File: config.mk
export PLATFORM = sky130hd
export DESIGN_NAME = ext_data_access
export DESIGN_NICKNAME = d
export VERILOG_FILES = /design/src/rtl/xmove_pkg.sv /design/src/rtl/ext_data_access.sv /design/src/rtl/wait_sync.sv /design/src/rtl/pointer_bank.sv
export SDC_FILE = /design/constraint.sdc
export NUM_CORES = 1
export LEC_CHECK = 0
export BUFFER_PORTS_ARGS = -buffer_cell sky130_fd_sc_hd__buf_2
export CAP_MARGIN = 5
export CORE_MARGIN = 2
export CORE_UTILIZATION = 50
export DETAILED_ROUTE_END_ITERATION = 12
export PLACE_DENSITY = 0.76
export SYNTH_ARGS = -nofsm -noshare
export SYNTH_HDL_FRONTEND = slang
export SYNTH_HIERARCHICAL = 1
export SYNTH_SLANG_ARGS = --single-unit
File: constraint.sdc
create_clock -name clk -period 3.3 [get_ports clk]
set_input_delay 0.33 -clock clk [delete_from_list [all_inputs] [get_ports clk]]
set_output_delay 0.33 -clock clk [all_outputs]
set_load 0.005 [all_outputs]
File: src/rtl/xmove_pkg.sv
// Constants and shared types for the external-move access timing block
// ****************************************************************
// Operation
// - An external move starts with a 4-clock opcode fetch, then the address cycle.
// - Stretch comes from the low three bits of the clock control register.
// - Stretch 0 to 7 gives an external move of 2 to 9 machine cycles.
// - Stretch resets to one, three cycles; software may write zero.
// - Strobe lasts 2 clocks at stretch 0, else 4 clocks per stretch step.
// - Only the external move is lengthened; the core is held meanwhile.
// - The wait input is the alternate function of port4_bit0.
// - Wait input is honoured only while wait_enable, memory map bit 7, is set.
// - With wait enabled, stretch sets the minimum length; wait only lengthens.
// - Wait is sampled in the third clock state of the deciding cycle only, before the strobe ends.
// - A sampled active wait inserts one more machine cycle, strobe held active.
// - Wait cycles are unlimited; the access ends once wait is seen released.
// - wait_enable is written only inside the timed-access window.
// - pointer_select clear uses the primary pointer, set uses the secondary.
// - pointer_select lives at 86h, bit 0 only, others zero; pointer_select_toggle flips it.
// - Register-indirect address is port 2 latch high, indirect register low.
// - A machine cycle is four clock states in fixed order.
// ****************************************************************
package xmove_pkg;

    // ****************************************************************
    // Timing
    // ****************************************************************
    localparam int CLOCK_PERIOD_NS = 50;
    localparam int CLOCKS_PER_MACHINE_CYCLE = 4;
    localparam int FETCH_CLOCKS = 4;
    localparam logic [1:0] STATE_C1 = 2'h0;
    localparam logic [1:0] STATE_C2 = 2'h1;
    localparam logic [1:0] STATE_C3 = 2'h2;
    localparam logic [1:0] STATE_C4 = 2'h3;

    // ****************************************************************
    // Registers and fields
    // ****************************************************************
    localparam int STRETCH_LSB = 0;
    localparam int STRETCH_WIDTH = 3;
    localparam logic [2:0] STRETCH_RESET = 3'h1;
    localparam int WAIT_ENABLE_BIT = 7;
    localparam logic WAIT_ENABLE_RESET = 1'b0;
    localparam logic [7:0] POINTER_SELECT_ADDR = 8'h86;
    localparam int POINTER_SELECT_BIT = 0;
    localparam logic POINTER_SELECT_RESET = 1'b0;
    localparam logic [15:0] POINTER_RESET = 16'h0000;
    localparam logic [7:0] BYTE_ZERO = 8'h00;

    // ****************************************************************
    // Types
    // ****************************************************************
    typedef enum {
        XM_IDLE,
        XM_FETCH,
        XM_ACCESS
    } xmove_state_type;

    typedef struct packed {
        logic write;
        logic use_pointer;
        logic [7:0] indirect_register;
        logic [7:0] port2_latch;
        logic [7:0] write_data;
    } xmove_request_type;

    typedef struct packed {
        logic [15:0] address;
        logic [7:0] write_data;
        logic rd_n;
        logic wr_n;
    } xmem_bus_type;

endpackage

File: src/rtl/ext_data_access.sv
// External-move access timing: stretch, wait states and address forming
module ext_data_access (
    // Clock and reset
    input wire logic clk,
    input wire logic rstn,
    // Clock control and memory map register writes
    input wire logic clock_control_wr,
    input wire logic [7:0] clock_control_wdata,
    input wire logic memory_map_wr,
    input wire logic [7:0] memory_map_wdata,
    input wire logic timed_access_open,
    // Special register write port and pointer control
    input wire logic sfr_wr,
    input wire logic [7:0] sfr_addr,
    input wire logic [7:0] sfr_wdata,
    input wire logic pointer_select_toggle,
    input wire logic pointer_load,
    input wire logic [15:0] pointer_load_value,
    input wire logic pointer_inc,
    // External move request from the core
    input wire logic xmove_req,
    input wire xmove_pkg::xmove_request_type xmove_cmd,
    output logic xmove_ready,
    output logic xmove_done,
    output logic [7:0] read_data,
    output logic core_hold,
    // External memory side
    input wire logic port4_bit0,
    input wire logic [7:0] mem_rdata,
    output xmove_pkg::xmem_bus_type mem_bus,
    // Register state out
    output logic [7:0] clock_control_reg,
    output logic [7:0] memory_map_reg,
    output logic [7:0] pointer_select_reg,
    output logic [15:0] data_pointer_primary,
    output logic [15:0] data_pointer_secondary,
    output logic [1:0] clock_state
);

    // ****************************************************************
    // Declarations
    // ****************************************************************
    xmove_pkg::xmove_state_type state;
    xmove_pkg::xmove_state_type next_state;
    logic [1:0] phase;
    logic [1:0] next_phase;
    logic [2:0] stretch_select;
    logic [2:0] next_stretch_select;
    logic wait_enable;
    logic next_wait_enable;
    logic [2:0] stretch_used;
    logic [2:0] next_stretch_used;
    logic [2:0] remaining;
    logic [2:0] next_remaining;
    logic first_cycle;
    logic next_first_cycle;
    logic held;
    logic next_held;
    logic is_write;
    logic next_is_write;
    logic [15:0] address;
    logic [15:0] next_address;
    logic [7:0] write_data;
    logic [7:0] next_write_data;
    logic strobe;
    logic next_strobe;
    logic done;
    logic next_done;
    logic [7:0] read_latch;
    logic [7:0] next_read_latch;
    logic wait_active;
    logic pointer_select;
    logic [15:0] selected_pointer;
    logic sample_point;

    // ****************************************************************
    // Helpers
    // ****************************************************************

    // Clock states in which the strobe is active for a given position
    function automatic logic strobe_window(input logic [2:0] stretch, input logic first,
                                           input logic [2:0] rem, input logic [1:0] ph,
                                           input logic hold);
        logic on;
        on = 1'b0;
        if (stretch == 3'h0) begin
            on = (rem == 3'h0) && (ph == xmove_pkg::STATE_C2 || ph == xmove_pkg::STATE_C3 || hold);
        end else if (first) begin
            on = (ph == xmove_pkg::STATE_C3 || ph == xmove_pkg::STATE_C4);
        end else begin
            on = (rem != 3'h0) || (ph == xmove_pkg::STATE_C1 || ph == xmove_pkg::STATE_C2);
        end
        return on;
    endfunction

    // ****************************************************************
    // Submodules
    // ****************************************************************
    wait_sync u_wait_sync (
        .clk(clk),
        .rstn(rstn),
        .port4_bit0(port4_bit0),
        .wait_active(wait_active)
    );

    pointer_bank u_pointer_bank (
        .clk(clk),
        .rstn(rstn),
        .sfr_wr(sfr_wr),
        .sfr_addr(sfr_addr),
        .sfr_wdata(sfr_wdata),
        .pointer_select_toggle(pointer_select_toggle),
        .pointer_load(pointer_load),
        .pointer_load_value(pointer_load_value),
        .pointer_inc(pointer_inc),
        .pointer_select(pointer_select),
        .data_pointer_primary(data_pointer_primary),
        .data_pointer_secondary(data_pointer_secondary),
        .selected_pointer(selected_pointer)
    );

    // ****************************************************************
    // Configuration registers
    // ****************************************************************

    // Stretch is free to write; wait enable needs the timed-access window
    always_comb begin
        next_stretch_select = stretch_select;
        next_wait_enable = wait_enable;
        if (clock_control_wr) begin
            next_stretch_select = clock_control_wdata[xmove_pkg::STRETCH_LSB +: xmove_pkg::STRETCH_WIDTH];
        end
        if (memory_map_wr && timed_access_open) begin
            next_wait_enable = memory_map_wdata[xmove_pkg::WAIT_ENABLE_BIT];
        end
    end

    always_ff @(posedge clk or negedge rstn) begin
        if (!rstn) begin
            stretch_select <= xmove_pkg::STRETCH_RESET;
            wait_enable <= xmove_pkg::WAIT_ENABLE_RESET;
        end else begin
            stretch_select <= next_stretch_select;
            wait_enable <= next_wait_enable;
        end
    end

    // ****************************************************************
    // Machine cycle sequencer
    // ****************************************************************

    // Wait is looked at in the third state of the deciding cycle only
    assign sample_point = wait_enable && state == xmove_pkg::XM_ACCESS && phase == xmove_pkg::STATE_C3
        && remaining == ((stretch_used == 3'h0) ? 3'h0 : 3'h1);

    // Next state of the access sequencer
    always_comb begin
        next_phase = 2'(phase + 2'h1);
        next_state = state;
        next_stretch_used = stretch_used;
        next_remaining = remaining;
        next_first_cycle = first_cycle;
        next_held = held;
        next_is_write = is_write;
        next_address = address;
        next_write_data = write_data;
        next_done = 1'b0;
        next_read_latch = read_latch;
        if (sample_point) begin
            next_held = wait_active;
        end
        case (state)
            xmove_pkg::XM_IDLE: begin
                if (xmove_req && phase == xmove_pkg::STATE_C4) begin
                    next_state = xmove_pkg::XM_FETCH;
                    next_is_write = xmove_cmd.write;
                    next_write_data = xmove_cmd.write_data;
                    if (xmove_cmd.use_pointer) begin
                        next_address = selected_pointer;
                    end else begin
                        next_address = {xmove_cmd.port2_latch, xmove_cmd.indirect_register};
                    end
                end
            end
            xmove_pkg::XM_FETCH: begin
                // Snapshot stretch so a mid-access write cannot upset timing
                if (phase == xmove_pkg::STATE_C4) begin
                    next_state = xmove_pkg::XM_ACCESS;
                    next_stretch_used = stretch_select;
                    next_remaining = stretch_select;
                    next_first_cycle = 1'b1;
                    next_held = 1'b0;
                end
            end
            xmove_pkg::XM_ACCESS: begin
                if (phase == xmove_pkg::STATE_C4) begin
                    next_first_cycle = 1'b0;
                    if (held) begin
                        next_remaining = remaining;
                    end else if (remaining == 3'h0) begin
                        next_state = xmove_pkg::XM_IDLE;
                        next_done = 1'b1;
                    end else begin
                        next_remaining = 3'(remaining - 3'h1);
                    end
                end
                // Read data captured on every clock of the strobe; the last one is kept
                if (strobe && !is_write) begin
                    next_read_latch = mem_rdata;
                end
            end
            default: begin
                next_state = xmove_pkg::XM_IDLE;
            end
        endcase
        next_strobe = (next_state == xmove_pkg::XM_ACCESS)
            && strobe_window(next_stretch_used, next_first_cycle, next_remaining, next_phase, next_held);
    end

    // Register the sequencer
    always_ff @(posedge clk or negedge rstn) begin
        if (!rstn) begin
            state <= xmove_pkg::XM_IDLE;
            phase <= xmove_pkg::STATE_C1;
            stretch_used <= xmove_pkg::STRETCH_RESET;
            remaining <= 3'h0;
            first_cycle <= 1'b0;
            held <= 1'b0;
            is_write <= 1'b0;
            address <= xmove_pkg::POINTER_RESET;
            write_data <= xmove_pkg::BYTE_ZERO;
            strobe <= 1'b0;
            done <= 1'b0;
            read_latch <= xmove_pkg::BYTE_ZERO;
        end else begin
            state <= next_state;
            phase <= next_phase;
            stretch_used <= next_stretch_used;
            remaining <= next_remaining;
            first_cycle <= next_first_cycle;
            held <= next_held;
            is_write <= next_is_write;
            address <= next_address;
            write_data <= next_write_data;
            strobe <= next_strobe;
            done <= next_done;
            read_latch <= next_read_latch;
        end
    end

    // ****************************************************************
    // Outputs
    // ****************************************************************

    // Address is driven from the fetch cycle onward
    assign mem_bus.address = address;
    assign mem_bus.write_data = write_data;
    assign mem_bus.rd_n = ~(strobe && !is_write);
    assign mem_bus.wr_n = ~(strobe && is_write);

    // Core is held through every cycle past the normal two
    assign core_hold = (state == xmove_pkg::XM_ACCESS) && !(remaining == 3'h0 && !held);
    assign xmove_ready = (state == xmove_pkg::XM_IDLE) && (phase == xmove_pkg::STATE_C4);
    assign xmove_done = done;
    assign read_data = read_latch;
    assign clock_state = phase;

    // Register readback; unused bits read zero
    assign clock_control_reg = {5'h00, stretch_select};
    assign memory_map_reg = {wait_enable, 7'h00};
    assign pointer_select_reg = {7'h00, pointer_select};

endmodule

File: src/rtl/wait_sync.sv
// Three-stage synchroniser and agreement filter for the active-low wait pin
module wait_sync (
    // Clock and reset
    input wire logic clk,
    input wire logic rstn,
    // Pin side
    input wire logic port4_bit0,
    // Core side
    output logic wait_active
);

    logic stage1;
    logic stage2;
    logic stage3;
    logic level;
    logic next_level;

    // Level changes only when stages two and three agree
    always_comb begin
        next_level = level;
        if (stage2 == stage3) begin
            next_level = ~stage2;
        end
    end

    // Idle pin is high, so reset to released
    always_ff @(posedge clk or negedge rstn) begin
        if (!rstn) begin
            stage1 <= 1'b1;
            stage2 <= 1'b1;
            stage3 <= 1'b1;
            level <= 1'b0;
        end else begin
            stage1 <= port4_bit0;
            stage2 <= stage1;
            stage3 <= stage2;
            level <= next_level;
        end
    end

    assign wait_active = level;

endmodule

File: src/rtl/pointer_bank.sv
// Two data pointers and the pointer select register
module pointer_bank (
    // Clock and reset
    input wire logic clk,
    input wire logic rstn,
    // Special register write port
    input wire logic sfr_wr,
    input wire logic [7:0] sfr_addr,
    input wire logic [7:0] sfr_wdata,
    input wire logic pointer_select_toggle,
    // Pointer control from the core
    input wire logic pointer_load,
    input wire logic [15:0] pointer_load_value,
    input wire logic pointer_inc,
    // State out
    output logic pointer_select,
    output logic [15:0] data_pointer_primary,
    output logic [15:0] data_pointer_secondary,
    output logic [15:0] selected_pointer
);

    logic next_select;
    logic [15:0] next_primary;
    logic [15:0] next_secondary;
    logic [15:0] next_selected;

    // Select bit, then load or increment of the selected pointer
    always_comb begin
        next_select = pointer_select;
        if (sfr_wr && sfr_addr == xmove_pkg::POINTER_SELECT_ADDR) begin
            next_select = sfr_wdata[xmove_pkg::POINTER_SELECT_BIT];
        end else if (pointer_select_toggle) begin
            next_select = ~pointer_select;
        end
        next_primary = data_pointer_primary;
        next_secondary = data_pointer_secondary;
        next_selected = pointer_select ? data_pointer_secondary : data_pointer_primary;
        if (pointer_load) begin
            next_selected = pointer_load_value;
        end else if (pointer_inc) begin
            next_selected = 16'(next_selected + 16'h0001);
        end
        if (pointer_select) begin
            next_secondary = next_selected;
        end else begin
            next_primary = next_selected;
        end
    end

    // Register the pointer state
    always_ff @(posedge clk or negedge rstn) begin
        if (!rstn) begin
            pointer_select <= xmove_pkg::POINTER_SELECT_RESET;
            data_pointer_primary <= xmove_pkg::POINTER_RESET;
            data_pointer_secondary <= xmove_pkg::POINTER_RESET;
        end else begin
            pointer_select <= next_select;
            data_pointer_primary <= next_primary;
            data_pointer_secondary <= next_secondary;
        end
    end

    assign selected_pointer = pointer_select ? data_pointer_secondary : data_pointer_primary;

endmodule

==> summary.txt <==
Die
  – I/O pins: 188
  – Total die area: 12700 um2
  – Core ar.: 11500 um2
  – Row cnt: 39
  – Initial Util: 0.514
  – Chip Width: 113 um
  – Die height: 113 um

GRT
  – Vias in the first global route: 4714
  – Largest net degree at the start of global routing: 69
  – Initial antenna violation count: 1
  – GR Overflow Total: 0
  – First-pass GRT wire length: 23500 um
  – Total global-route track usage: 0.237

Critical path
  – Worst Path Class, Setup: flop to output pin
  – R2R Path Start: state[13]
  – Critical path startpoint category: flop
  – Buf+Inv Stages, Crit Path: 1
  – Critical Path RT: 2.97 ns
  – CP delay by family, top: simple AND/OR/NAND/NOR gates
  – Crit-path cells: nor4_1 > nand4_1 > nor2_1 > nand2_1 > nor2_1 > buf_2
  – Slowest cell on the critical path: nand4_1
  – Crit path capture: core_hold
  – Most used cell, CP: nor2_1
  – CP Depth: 6
  – R2R cell count: 6
  – Crit path max fanout: 13
  – Crit. End Element: output pin
  – Slowest stage delay, CP: 0.49 ns
  – CP arrival: 2.42 ns
  – Reg2Reg Setup Slack: 0.61 ns
  – Reg2reg end: strobe
  – Crit path launch: state[13]

Route
  – Residual DRC: 0
  – WL/cell: 16.5 um
  – First-pass detailed-route iteration total: 5
  – Final WL: 14400 um
  – Vias per cell: 5.56
  – Initial drt markers: 418
  – Post-DRT Antenna Nets: 0
  – Routed via count: 4860

Logic synthesis
  – #FFs+latches synth: 118
  – Post-Syn Area: 5900 um2
  – Post-synthesis sequential area ratio: 0.502
  – Ys async rst share: 1.00
  – Syn Inst Count: 540
  – EDFF count, synth: 0
  – Synth Area per Inst: 10.9 um2
  – YS warnings: 6
  – Synth cell types: 75
  – Top_reg_cell synth: dfrtp_1

Status
  – Status: complete, no violations

Power and ir drop
  – PD cells: 719 nW/um2
  – Pleak: 3.56 nW
  – Maximum VDD drop: 0.453 mV

STA
  – RSZ-0062 raised after global routing: false
  – Final Setup Violations: 0
  – Clk_skew: 0.00852 ns
  – Setup_tns: 0 ns
  – Final count of hold timing violations: 0
  – Slew HR: 0.432
  – Pins Over Slew Limit: 0
  – WHS: 0.122 ns
  – Max Clk Rate: 364 MHz
  – Tcrit/Tclk final: 0.832
  – Min Tclk post-route: 2.75 ns
  – Worst-margin pin slew: 0.851 ns

Clock tree
  – # Post-CTS Setup Buffers: 0
  – CTS tree: done
  – CTS root buf: clkbuf_16
  – H-Tree Level Count: 4
  – Total CTS buffers: 17
  – Clk buf depth: 2
  – Clock-pin transition on the worst setup and hold timing paths: 0.05 ns
  – Worst skew pair latency: 0.42 ns
  – Clock Sinks: 118

Flow run
  – Max Cap Viol: 0

Finish
  – Most frequent cells in the layout: buf_2, dfrtp_1, o21ai_0
  – Reg with most FFs: state
  – Most common cell after layout, fill and taps aside: buf_2
  – Area Growth Syn to Fin: 24.4%
  – Nets: 815
  – Max FFs per register: 32
  – Layout cells sized above 1: 0.342
  – Filler cells: 957

Placed design
  – Final RePlAce weighted congestion: 0.837
  – Port bufs: 149
  – Final HPWL DP: 10300 um

Worst hold path
  – Hold/Removal Path Class: input pin to flop
## synthesized netlist by cell type, drive strengths merged, types with 2 or more instances
cell type / count / area [um2]
a41oi: 2 / 17.5
a31oi: 7 / 43.8
xnor2: 4 / 35.0
mux2i: 20 / 200
nand4b: 2 / 32.5
a22oi: 4 / 35.0
nor3: 6 / 30.0
nor4bb: 2 / 20.0
o31ai: 3 / 22.5
a211oi: 2 / 15.0
mux2: 39 / 439
nand2b: 4 / 25.0
nor4b: 3 / 26.3
a41o: 4 / 40.0
or2: 3 / 18.8
o22a: 4 / 35.0
nand3: 15 / 87.6
a21oi: 16 / 80.1
o31a: 7 / 61.3
or3: 6 / 42.5
nand4: 9 / 62.6
nand3b: 4 / 42.5
nor2: 30 / 115
o21ai: 50 / 250
a21boi: 3 / 22.5
and2: 3 / 20.0
clkbuf: 12 / 45.0
nor2b: 5 / 31.3
buf: 36 / 287
a2111oi: 2 / 36.3
nand2: 43 / 161
a2bb2oi: 2 / 17.5
dfrtp: 113 / 2830
nor4: 9 / 62.6
and3: 6 / 37.5
dfstp: 5 / 131
or4: 4 / 30.0
inv: 12 / 45.0
ha: 5 / 62.6
o21a: 2 / 15.0
a21o: 5 / 37.5
nor3b: 3 / 22.5
a22o: 6 / 52.6
## how the worst min path moves through the flow
stage	from	endpoint	slack, ns	cells past startpoint
final	sfr_wdata[0]	u_pointer_bank/pointer_select	0.12	3
after global routing	sfr_wdata[0]	u_pointer_bank/pointer_select	0.12	3
after CTS	sfr_wdata[0]	u_pointer_bank/pointer_select	0.12	3
after detailed placement	u_wait_sync/stage1	u_wait_sync/stage2	0.35	0
after global placement	u_wait_sync/stage1	u_wait_sync/stage2	0.35	0
after floorplan	rstn	address[0]	0.03	0
## metrics by stage
| stage | instances | instance area (um2) | utilization | power [mW] | worst slack, ns |
|---|---|---|---|---|---|
| 6_report | 874 | 7340 | 0.640 | 5.28 | 0.554 |
| 5_1_grt | 874 | 7340 | 0.640 | 5.56 | 0.321 |
| 4_1_cts | 873 | 7340 | 0.640 | 5.28 | 0.565 |
| 3_5_place_dp | 839 | 6740 | 0.588 | 3.47 | 0.635 |
| 3_3_place_gp | 839 | 6740 | 0.588 | 3.40 | 0.701 |
| 2_1_floorplan | 588 | 6080 | - | 2.98 | 0.831 |
## worst register-to-register path: cells and delay by family (launching register included)
kind	cells	cell delay [ns]
DFF	1	0.37
AOI/OAI and AO/OA	3	0.82
and+or+nand+nor	3	1.38
## metal layers
layer / vias up / share of wire / global-route usage / routed length, um
li1: 2266 / - / - / -
met1: 2354 / 0.43 / 0.311 / 6180
met3: 21 / 0.074 / 0.0691 / 1070
met4: 0 / 0.019 / 0.0902 / 276
met2: 219 / 0.48 / 0.374 / 6910
met5: - / 0 / 0 / 0
## report_power, final
group          internal (mW)  switching (mW)
registers               1.68           0.362
clock network           1.12           0.665
logic                  0.670           0.779
## repair_timing
action | CTS | global route
hold buffers | 2 | 0
endpoints found under the setup margin | 0 | 0
endpoints found under the hold margin | 46 | 0
gates resized for setup | 0 | 0
## cells by family after synthesis
logic type	synth area share
compound gates	0.154
xor+xnor	0.00594
fa+ha+maj	0.0125
buf+inv	0.0645
flops	0.502
mux	0.108
other cells	0.000636
simple gates	0.152
## final cells by class
type | instances | area [um2] | area share
repair buffers | 158 | 833 | 0.114
diodes | 1 | 2.50 | 0.000341
clock buffers | 19 | 443 | 0.0604
clock inverters | 13 | 133 | 0.0181
well taps | 143 | 179 | 0.0244
multi-input cells | 409 | 2740 | 0.373
inverters | 13 | 48.8 | 0.00665
flip-flops and latches | 118 | 2960 | 0.403
No activity file was read; power rests on OpenSTA's default activity.
